--- src/logic/scl_pkg.sv ---
package scl_pkg;

  // ----------------------------------------
  // Geometry and map
  // ----------------------------------------
  localparam int          LANES      = 4;
  localparam int          AW         = 8;
  localparam logic [7:0]  RX_BASE    = 8'h00;  // Four rx words
  localparam logic [7:0]  TX_BASE    = 8'h10;  // Four tx words
  localparam logic [7:0]  MAP_END    = 8'h20;
  localparam logic [31:0] RX_WMASK   = 32'h007f_f7fd;
  localparam logic [31:0] TX_WMASK   = 32'h0001_ffff;
  localparam logic [31:0] RX_RST     = 32'h0000_0000;
  localparam logic [31:0] TX_RST     = 32'h0000_0000;
  localparam logic [1:0]  RESP_OKAY  = 2'h0;
  localparam logic [1:0]  RESP_SLV   = 2'h2;

  // ----------------------------------------
  // Field codes and lane timing
  // ----------------------------------------
  localparam logic [1:0]  RATE_FULL  = 2'h0;
  localparam logic [1:0]  RATE_HALF  = 2'h1;
  localparam logic [1:0]  RATE_QUART = 2'h2;
  localparam logic [2:0]  WIDTH_10   = 3'h0;
  localparam logic [2:0]  WIDTH_8    = 3'h1;
  localparam logic [3:0]  BITS_10    = 4'ha;
  localparam logic [3:0]  BITS_8     = 4'h8;
  localparam logic [3:0]  BCLK_HIGH  = 4'h4;
  localparam logic [1:0]  DIV_QUART  = 2'h3;

  typedef struct packed {
    logic [8:0]  rsvd_hi;
    logic [10:0] rx_misc;
    logic        rsvd11;
    logic [2:0]  term_sel;
    logic        polarity_swap;
    logic [1:0]  rate;
    logic [2:0]  parallel_width_sel;
    logic        rsvd1;
    logic        rx_lane_on;
  } scl_rx_cfg_t;

  typedef struct packed {
    logic [14:0] rsvd_hi;
    logic        fixed_phase_sel;
    logic [3:0]  deemphasis_level;
    logic [2:0]  swing_level;
    logic        common_mode_raise;
    logic        polarity_swap;
    logic [1:0]  rate;
    logic [2:0]  parallel_width_sel;
    logic        rsvd1;
    logic        tx_lane_on;
  } scl_tx_cfg_t;

endpackage : scl_pkg

--- src/logic/scl_lane_cfg.sv ---
module scl_lane_cfg (
  input  wire logic                           ref_clk,
  input  wire logic                           rst_n,
  input  wire logic [7:0]                     s_axi_awaddr,
  input  wire logic                           s_axi_awvalid,
  output logic                                s_axi_awready,
  input  wire logic [31:0]                    s_axi_wdata,
  input  wire logic [3:0]                     s_axi_wstrb,
  input  wire logic                           s_axi_wvalid,
  output logic                                s_axi_wready,
  output logic [1:0]                          s_axi_bresp,
  output logic                                s_axi_bvalid,
  input  wire logic                           s_axi_bready,
  input  wire logic [7:0]                     s_axi_araddr,
  input  wire logic                           s_axi_arvalid,
  output logic                                s_axi_arready,
  output logic [31:0]                         s_axi_rdata,
  output logic [1:0]                          s_axi_rresp,
  output logic                                s_axi_rvalid,
  input  wire logic                           s_axi_rready,
  input  wire logic [3:0]                     rx_pos_pin,
  input  wire logic [3:0]                     rx_neg_pin,
  output logic [3:0][9:0]                     rx_parallel_word,
  output logic [3:0]                          rx_byte_clock,
  output scl_pkg::scl_tx_cfg_t [3:0]          tx_cfg
);

  // ----------------------------------------
  // Helpers
  // ----------------------------------------
  // Byte-lane merge of a write into a register, masked to writable bits
  function automatic logic [31:0] scl_merge(input logic [31:0] old, input logic [31:0] d,
                                            input logic [3:0] strb, input logic [31:0] msk);
    logic [31:0] r;
    r = old;
    for (int b = 0; b < 4; b++) begin
      if (strb[b]) begin
        r[b*8 +: 8] = d[b*8 +: 8];
      end
    end
    return r & msk;
  endfunction : scl_merge

  // True when the address hits one of the eight config words
  function automatic logic scl_hit(input logic [7:0] a);
    return (a < scl_pkg::MAP_END) && (a[1:0] == 2'h0);
  endfunction : scl_hit

  // ----------------------------------------
  // Register and bus state
  // ----------------------------------------
  scl_pkg::scl_rx_cfg_t [3:0] rx_cfg_reg, rx_cfg_next;
  scl_pkg::scl_tx_cfg_t [3:0] tx_cfg_reg, tx_cfg_next;
  logic        aw_have_reg, aw_have_next;
  logic [7:0]  aw_addr_reg, aw_addr_next;
  logic        w_have_reg,  w_have_next;
  logic [31:0] w_data_reg,  w_data_next;
  logic [3:0]  w_strb_reg,  w_strb_next;
  logic        awready_reg, awready_next;
  logic        wready_reg,  wready_next;
  logic        bvalid_reg,  bvalid_next;
  logic [1:0]  bresp_reg,   bresp_next;
  logic        arready_reg, arready_next;
  logic        rvalid_reg,  rvalid_next;
  logic [31:0] rdata_reg,   rdata_next;
  logic [1:0]  rresp_reg,   rresp_next;

  // Write and read channels; address and data may arrive in either order
  always_comb begin
    rx_cfg_next  = rx_cfg_reg;
    tx_cfg_next  = tx_cfg_reg;
    aw_have_next = aw_have_reg;
    aw_addr_next = aw_addr_reg;
    w_have_next  = w_have_reg;
    w_data_next  = w_data_reg;
    w_strb_next  = w_strb_reg;
    bvalid_next  = bvalid_reg;
    bresp_next   = bresp_reg;
    rvalid_next  = rvalid_reg;
    rdata_next   = rdata_reg;
    rresp_next   = rresp_reg;
    if (s_axi_awvalid && awready_reg) begin
      aw_have_next = 1'b1;
      aw_addr_next = s_axi_awaddr;
    end
    if (s_axi_wvalid && wready_reg) begin
      w_have_next = 1'b1;
      w_data_next = s_axi_wdata;
      w_strb_next = s_axi_wstrb;
    end
    if (bvalid_reg && s_axi_bready) begin
      bvalid_next = 1'b0;
    end
    if (aw_have_reg && w_have_reg && !bvalid_reg) begin
      aw_have_next = 1'b0;
      w_have_next  = 1'b0;
      bvalid_next  = 1'b1;
      bresp_next   = scl_hit(aw_addr_reg) ? scl_pkg::RESP_OKAY : scl_pkg::RESP_SLV;
      if (scl_hit(aw_addr_reg) && !aw_addr_reg[4]) begin
        // Reserved bit 1 is masked off, so a careless write cannot set it
        rx_cfg_next[aw_addr_reg[3:2]] = scl_merge(rx_cfg_reg[aw_addr_reg[3:2]], w_data_reg,
                                                  w_strb_reg, scl_pkg::RX_WMASK);
      end else if (scl_hit(aw_addr_reg)) begin
        tx_cfg_next[aw_addr_reg[3:2]] = scl_merge(tx_cfg_reg[aw_addr_reg[3:2]], w_data_reg,
                                                  w_strb_reg, scl_pkg::TX_WMASK);
      end
    end
    if (rvalid_reg && s_axi_rready) begin
      rvalid_next = 1'b0;
    end
    if (s_axi_arvalid && arready_reg) begin
      rvalid_next = 1'b1;
      rresp_next  = scl_hit(s_axi_araddr) ? scl_pkg::RESP_OKAY : scl_pkg::RESP_SLV;
      if (!scl_hit(s_axi_araddr)) begin
        rdata_next = 32'h0000_0000;
      end else if (!s_axi_araddr[4]) begin
        rdata_next = rx_cfg_reg[s_axi_araddr[3:2]];
      end else begin
        rdata_next = tx_cfg_reg[s_axi_araddr[3:2]];
      end
    end
    awready_next = !aw_have_next && !bvalid_next;
    wready_next  = !w_have_next && !bvalid_next;
    arready_next = !rvalid_next;
  end

  // Bus and config registers
  always_ff @(posedge ref_clk) begin
    if (!rst_n) begin
      rx_cfg_reg  <= {scl_pkg::LANES{scl_pkg::RX_RST}};
      tx_cfg_reg  <= {scl_pkg::LANES{scl_pkg::TX_RST}};
      aw_have_reg <= 1'b0;
      aw_addr_reg <= 8'h00;
      w_have_reg  <= 1'b0;
      w_data_reg  <= 32'h0000_0000;
      w_strb_reg  <= 4'h0;
      awready_reg <= 1'b0;
      wready_reg  <= 1'b0;
      bvalid_reg  <= 1'b0;
      bresp_reg   <= 2'h0;
      arready_reg <= 1'b0;
      rvalid_reg  <= 1'b0;
      rdata_reg   <= 32'h0000_0000;
      rresp_reg   <= 2'h0;
    end else begin
      rx_cfg_reg  <= rx_cfg_next;
      tx_cfg_reg  <= tx_cfg_next;
      aw_have_reg <= aw_have_next;
      aw_addr_reg <= aw_addr_next;
      w_have_reg  <= w_have_next;
      w_data_reg  <= w_data_next;
      w_strb_reg  <= w_strb_next;
      awready_reg <= awready_next;
      wready_reg  <= wready_next;
      bvalid_reg  <= bvalid_next;
      bresp_reg   <= bresp_next;
      arready_reg <= arready_next;
      rvalid_reg  <= rvalid_next;
      rdata_reg   <= rdata_next;
      rresp_reg   <= rresp_next;
    end
  end

  assign s_axi_awready = awready_reg;
  assign s_axi_wready  = wready_reg;
  assign s_axi_bvalid  = bvalid_reg;
  assign s_axi_bresp   = bresp_reg;
  assign s_axi_arready = arready_reg;
  assign s_axi_rvalid  = rvalid_reg;
  assign s_axi_rdata   = rdata_reg;
  assign s_axi_rresp   = rresp_reg;
  assign tx_cfg        = tx_cfg_reg;

  // ----------------------------------------
  // Receive lanes
  // ----------------------------------------
  logic [3:0]       pos_m_reg, pos_s_reg, neg_m_reg, neg_s_reg;
  logic [1:0]       div_reg, div_next;
  logic [3:0]       strobe;
  logic [3:0][9:0]  sr_reg, sr_next;
  logic [3:0][3:0]  cnt_reg, cnt_next;
  logic [3:0][9:0]  word_reg, word_next;
  logic [3:0]       bclk_reg, bclk_next;
  logic [3:0]       settle_reg, settle_next, run_reg, run_next; // Lane 0 helpers for the byte clock check

  // Two-flop synchronisers on the receive pins
  always_ff @(posedge ref_clk) begin
    if (!rst_n) begin
      pos_m_reg <= 4'h0;
      pos_s_reg <= 4'h0;
      neg_m_reg <= 4'hf;
      neg_s_reg <= 4'hf;
    end else begin
      pos_m_reg <= rx_pos_pin;
      pos_s_reg <= pos_m_reg;
      neg_m_reg <= rx_neg_pin;
      neg_s_reg <= neg_m_reg;
    end
  end

  // Sample strobes: ref_clk stands for the doubled PLL rate, so full rate samples every cycle
  always_comb begin
    div_next = div_reg + 2'h1;
    for (int l = 0; l < scl_pkg::LANES; l++) begin
      unique case (rx_cfg_reg[l].rate)
        scl_pkg::RATE_FULL:  strobe[l] = 1'b1;
        scl_pkg::RATE_HALF:  strobe[l] = div_reg[0];
        scl_pkg::RATE_QUART: strobe[l] = (div_reg == scl_pkg::DIV_QUART);
        default:             strobe[l] = 1'b0;                           // Reserved code halts the lane
      endcase
    end
  end

  // Word assembly, LSB first; a narrow word reuses the previous byte's low bits on top
  always_comb begin
    sr_next   = sr_reg;
    cnt_next  = cnt_reg;
    word_next = word_reg;
    bclk_next = bclk_reg;
    for (int l = 0; l < scl_pkg::LANES; l++) begin
      if (!rx_cfg_reg[l].rx_lane_on) begin
        sr_next[l]   = 10'h000;
        cnt_next[l]  = 4'h0;
        word_next[l] = 10'h000;
        bclk_next[l] = 1'b0;
      end else if (strobe[l]) begin
        // Swap picks the negative leg as true data
        sr_next[l] = {(rx_cfg_reg[l].polarity_swap ? neg_s_reg[l] : pos_s_reg[l]), sr_reg[l][9:1]};
        if (rx_cfg_reg[l].parallel_width_sel == scl_pkg::WIDTH_8) begin
          if (cnt_reg[l] >= scl_pkg::BITS_8 - 4'h1) begin // A late switch from ten bits wraps at once
            cnt_next[l]  = 4'h0;
            word_next[l] = {word_reg[l][1:0], sr_next[l][9:2]};
          end else begin
            cnt_next[l] = cnt_reg[l] + 4'h1;
          end
        end else begin
          // Reserved widths fall back to ten bits
          if (cnt_reg[l] >= scl_pkg::BITS_10 - 4'h1) begin
            cnt_next[l]  = 4'h0;
            word_next[l] = sr_next[l];
          end else begin
            cnt_next[l] = cnt_reg[l] + 4'h1;
          end
        end
        bclk_next[l] = (cnt_next[l] < scl_pkg::BCLK_HIGH);
      end
    end
    // Lane 0 mode settle time and byte clock run length, both saturating; a swap change does not count
    settle_next = (rx_cfg_next[0][6:0] != rx_cfg_reg[0][6:0]) ? 4'h0 : settle_reg + 4'(settle_reg != 4'hf);
    run_next    = (bclk_next[0] != bclk_reg[0]) ? 4'h1 : run_reg + 4'(run_reg != 4'hf);
  end

  // Lane registers
  always_ff @(posedge ref_clk) begin
    if (!rst_n) begin
      div_reg  <= 2'h0;
      sr_reg   <= '0;
      cnt_reg  <= '0;
      word_reg <= '0;
      bclk_reg <= 4'h0;
      settle_reg <= 4'h0;
      run_reg  <= 4'h1;
    end else begin
      div_reg  <= div_next;
      sr_reg   <= sr_next;
      cnt_reg  <= cnt_next;
      word_reg <= word_next;
      bclk_reg <= bclk_next;
      settle_reg <= settle_next;
      run_reg  <= run_next;
    end
  end

  assign rx_parallel_word = word_reg;
  assign rx_byte_clock    = bclk_reg;

  // ----------------------------------------
  // Checks on lane 0 and the bus
  // ----------------------------------------
  AST_SWAP_LEG: assert property (@(posedge ref_clk) disable iff (!rst_n)
    rx_cfg_reg[0].rx_lane_on && strobe[0] |=>
      sr_reg[0][9] == ($past(rx_cfg_reg[0].polarity_swap) ? $past(neg_s_reg[0]) : $past(pos_s_reg[0])))
    else $error("Lane 0 sampled the wrong leg");

  AST_RATE_HALF: assert property (@(posedge ref_clk) disable iff (!rst_n)
    rx_cfg_reg[0].rate == scl_pkg::RATE_HALF && strobe[0] |=> !strobe[0] ##1 strobe[0])
    else $error("Half rate strobe not every second cycle");

  AST_RATE_RSVD: assert property (@(posedge ref_clk) disable iff (!rst_n)
    rx_cfg_reg[0].rx_lane_on && rx_cfg_reg[0].rate == 2'h3 |=> $stable(cnt_reg[0]))
    else $error("Reserved rate moved the lane");

  AST_W10_CLK: assert property (@(posedge ref_clk) disable iff (!rst_n)
    settle_reg == 4'hf && rx_cfg_reg[0].rate == scl_pkg::RATE_FULL && rx_cfg_reg[0].rx_lane_on
      && rx_cfg_reg[0].parallel_width_sel == scl_pkg::WIDTH_10 && bclk_next[0] != bclk_reg[0]
      |-> run_reg == (bclk_reg[0] ? scl_pkg::BCLK_HIGH : scl_pkg::BITS_10 - scl_pkg::BCLK_HIGH))
    else $error("Ten-bit byte clock not 4 high 6 low");

  AST_W8_TOP: assert property (@(posedge ref_clk) disable iff (!rst_n)
    rx_cfg_reg[0].rx_lane_on && rx_cfg_reg[0].parallel_width_sel == scl_pkg::WIDTH_8
      && strobe[0] && cnt_reg[0] == 4'h7 |=> word_reg[0][9:8] == $past(word_reg[0][1:0]))
    else $error("Byte mode top lines not previous low bits");

  AST_LANE_OFF: assert property (@(posedge ref_clk) disable iff (!rst_n)
    !rx_cfg_reg[0].rx_lane_on |=> !bclk_reg[0] && word_reg[0] == 10'h000)
    else $error("Disabled lane still active");

  AST_TX_RSVD: assert property (@(posedge ref_clk) disable iff (!rst_n)
    rvalid_reg && rresp_reg == scl_pkg::RESP_OKAY && $rose(rvalid_reg)
      && $past(s_axi_araddr[4]) |-> rdata_reg[31:17] == 15'h0000)
    else $error("Transmit reserved bits read nonzero");

  AST_RX_WRITE: assert property (@(posedge ref_clk) disable iff (!rst_n)
    aw_have_reg && w_have_reg && !bvalid_reg && aw_addr_reg == scl_pkg::RX_BASE && w_strb_reg == 4'hf
      |=> rx_cfg_reg[0] == (w_data_reg & scl_pkg::RX_WMASK) ##0 bvalid_reg)
    else $error("Receive config write not stored");

  AST_TX_LANE: assert property (@(posedge ref_clk) disable iff (!rst_n)
    aw_have_reg && w_have_reg && !bvalid_reg && aw_addr_reg == scl_pkg::TX_BASE
      |=> $stable(tx_cfg_reg[1]) && $stable(tx_cfg_reg[3]))
    else $error("Transmit write touched another port");

endmodule : scl_lane_cfg

--- config.mk ---
export PLATFORM = sky130hd
export DESIGN_NAME = scl_lane_cfg
export DESIGN_NICKNAME = d
export VERILOG_FILES = /design/src/logic/scl_pkg.sv /design/src/logic/scl_lane_cfg.sv
export SDC_FILE = /design/constraint.sdc
export NUM_CORES = 1
export LEC_CHECK = 0
export BUFFER_PORTS_ARGS = -buffer_cell sky130_fd_sc_hd__buf_2
export CAP_MARGIN = 20
export CORE_AREA = 4 4 190 192
export CTS_CLUSTER_DIAMETER = 200
export DETAILED_ROUTE_END_ITERATION = 7
export DIE_AREA = 0 0 194 196
export PLACE_DENSITY = 0.66
export SYNTH_ARGS = -nofsm -noshare
export SYNTH_HDL_FRONTEND = slang
export SYNTH_SLANG_ARGS = --single-unit
--- constraint.sdc ---
create_clock -name ref_clk -period 4.2 [get_ports ref_clk]
set_input_delay 1.05 -clock ref_clk [delete_from_list [all_inputs] [get_ports ref_clk]]
set_output_delay 1.05 -clock ref_clk [all_outputs]
set_load 0.01 [all_outputs]
==> impl_metrics.toml <==
[floorplanning]
core_area_um2 = 34400
start_util = 0.447
num_rows = 68
fp.dieH_um = 196
ioPinCount = 280
dieArea_um2 = 38000
die_x_um = 194

[finish]
final_net_count = 1845
final_cells = 2246
fillers = 3174
multi_input_area_um2 = 7760
drive_gt1_frac = 0.235
seq_area_um2 = 6650
utilization = 0.511
n_antenna_cell = 0
largest_reg_flops = 84
area_growth_pct = 14.3

[logic_synthesis]
ys_seq_elements = 332
async_flop_share = 0
yosys_warnings = 0
synth.yosys.seq_area_share = 0.433
synth_cells = 1623
synthFlopType = "dfxtp_1"
syn_avg_cell_area_um2 = 9.47
synth_edf_count = 0
syn_area_um2 = 15400
synth_cell_types = 53

[clocking]
cts.sinks = 332
cts_buffers = 37
cts_setup_buffers = 0
root_buffer = "clkbuf_16"
clk_pin_slew_ps = 60
cts_tree = "yes"
cts-hold-fix-buffers = 0
cts_max_path_buffers = 3
htreeDepth = 2
clk_latency_ps = 530
post_cts_resized = 0

[timing]
tns_ps = 0
period_share = 0.645
setup_viol = 0
skew_ps = 25.0
tightest_slew_ps = 1070
relSlewSlack = 0.289
layout_setup_ws_ps = 1490
fmax_ghz = 0.369
period_minus_slack_ps = 2710
hold_violations = 0
finalMaxSlewViolations = 0
rsz0062_at_grt = "false"

[power_and_ir_drop]
swShare = 0.229
pwr-share-seq = 0.475
p_leak_nw = 7.29
p_comb_frac = 0.046
p_sw_mw = 1.56
p_int_mw = 5.25
pwr-share-clk = 0.479
peakVddDrop_mv = 0.256
powerDensity_nw_per_um2 = 388

[global_routing]
grt_pass1_vias = 12261
grt_pass1_wl_um = 67800
grt_max_degree = 76
grt_usage = 0.214
antenna_found_initial = 0
globalRoute.totalOverflow = 0

[worst_setup_path]
rr_worst_depth = 5
critPathCaptureType = "register"
timing.rr.start = "aw_addr_reg[1]$_SDFFE_PN0P_"
startpoint_type = "register"
critPathKind = "register to register"
crit_arrival_ps = 3150
worst_r2r_endpoint = "rx_cfg_reg[44]$_SDFFE_PN0P_"
rrSetupSlack_ps = 1490
cp_max_fo = 34
cp_data_required_time_ps = 4640

[worst_hold_path]
min_path_cells = 1
hold_start = "neg_m_reg[3]$_SDFF_PN1_"
hold_path_class = "register to register"
hold_path_end = "neg_s_reg[3]$_SDFF_PN1_"

[routing]
dr.pass1.iters = 8
routed_wirelength_um = 42700
drtIter0Drc = 965
drtAntennaViolNets = 0
dr_wl_met3_um = 3900
via_per_inst = 5.68
top_layer = "met4"
vias = 12756
met2_length_um = 19500
wl_per_cell_um = 19.0
wl_met1_um = 18500
drc_errors = 0

[placement]
place_congestion = 0.850
port_buffers = 198
dp_hpwl_um = 29000
pre_cts_ws_ps = 1350
dp.cells = 2180

[job]
drv_cap = 0

[status]
status = "complete, no violations"
-- final cells by class --
cell class / count / share of cell area
sequential: 332 / 0.379
timing repair buffer: 232 / 0.0732
multi-input combinational: 1144 / 0.442
inverter: 18 / 0.00385
tap: 455 / 0.0324
clock inverter: 13 / 0.00691
clock buffer: 52 / 0.0629
-- cells in the mapped netlist (all sizes together) (2+ instances only) --
cell type    n  area, um^2
nand3        9        45.0
nor2        46         173
nand2b      22         138
nand2      196         736
dfxtp      332        6650
a221oi       2        17.5
a22oi       21         158
or3b         5        43.8
ha          13         163
a211oi      10        75.1
nor2b        6        37.5
buf        127         901
mux2i       51         510
nor3b        4        30.0
mux4        46        1040
clkbuf      72         270
nand4bb      2        22.5
o211a       24         240
and3         4        25.0
a31oi        4        70.1
a222oi      28         280
inv         18        67.6
o21ai      161         806
a21oi      228        1140
nor4b        4        65.1
mux2        62         698
xor2         7        61.3
or4          5        37.5
and2        18         113
o21a         7        52.6
nor3        25         125
nor4bb       3        30.0
xnor2        5        43.8
or3          3        18.8
o211ai      35         263
nor4         7         134
a31o         2        17.5
a32oi        2        17.5
-- layer usage --
layer | vias up | track usage
met5 | - | 0
met4 | 0 | 0.0505
met3 | 56 | 0.0594
met2 | 469 | 0.344
met1 | 6162 | 0.291
li1 | 6069 | -
-- worst max-delay path by stage --
stage                                            from                            to  slack [ps]  cells after the start
after global placement                s_axi_araddr[2]   s_axi_rdata[0]$_SDFFE_PN0P_        1360                      5
after detailed placement              s_axi_araddr[2]   s_axi_rdata[0]$_SDFFE_PN0P_        1350                      5
after CTS                 aw_addr_reg[1]$_SDFFE_PN0P_   rx_cfg_reg[53]$_SDFFE_PN0P_        1460                      5
final                     aw_addr_reg[1]$_SDFFE_PN0P_   rx_cfg_reg[44]$_SDFFE_PN0P_        1490                      5
after floorplan                       s_axi_araddr[2]  s_axi_rdata[12]$_SDFFE_PN0P_        1650                      5
after global routing      aw_addr_reg[3]$_SDFFE_PN0P_  rx_cfg_reg[104]$_SDFFE_PN0P_        1350                      5
-- logic make-up (layout without fill, tap and decap cells) --
| kind of cell | count (synthesis) | in the layout | synth area share |
|---|---|---|---|
| and+or+nand+nor | 360 | 360 | 0.116 |
| AOI/OAI and AO/OA | 529 | 529 | 0.207 |
| muxes | 159 | 159 | 0.146 |
| DFF | 332 | 332 | 0.433 |
| buffers and inverters | 217 | 315 | 0.0806 |
| other | 1 | 71 | 0.000244 |
| adders and majority gates | 13 | 13 | 0.0106 |
| xor gates and xnor gates | 12 | 12 | 0.00684 |
-- per-stage QoR --
step / total power, mW / area [um^2] / hold WS, ps
after floorplan: 3.55 / 15600 / 386
after CTS: 6.86 / 17500 / 413
after global routing: 7.03 / 17600 / 424
after detailed placement: 3.61 / 16300 / 397
final: 6.81 / 17600 / 410
after global placement: 3.61 / 16300 / 394
-- worst max-delay path, stage by stage (launching register included) --
cell,delay [ps]
dfxtp_1,310
or4_1,880
nor4b_4,680
buf_4,470
o21ai_1,110
a21oi_1,160
-- cells in the final DEF, fill, tap and decap left out, types with 8 or more instances in the layout --
master	count
buf_4	32
mux2i_1	51
inv_1	17
buf_2	197
dfxtp_1	331
a211oi_1	10
clkbuf_8	8
o211ai_1	35
a22oi_1	21
nand2_1	196
clkinv_2	9
mux4_2	46
a222oi_1	28
ha_1	13
o21ai_0	41
and2_1	18
nand3_1	9
nand2b_1	22
mux2_2	62
conb_1	71
o211a_1	24
nor3_1	25
o21ai_1	120
clkbuf_16	39
a21oi_1	228
nor2_1	46
-- power by group through the flow --
stage | Combinational (mW) | Sequential [mW] | Clock (mW)
2_1_floorplan | 0.281 | 3.27 | 0
3_3_place_gp | 0.304 | 3.30 | 0
3_5_place_dp | 0.310 | 3.30 | 0
4_1_cts | 0.311 | 3.23 | 3.32
5_1_grt | 0.343 | 3.24 | 3.44
6_report | 0.317 | 3.24 | 3.26
(Power assumes the default switching activity.)
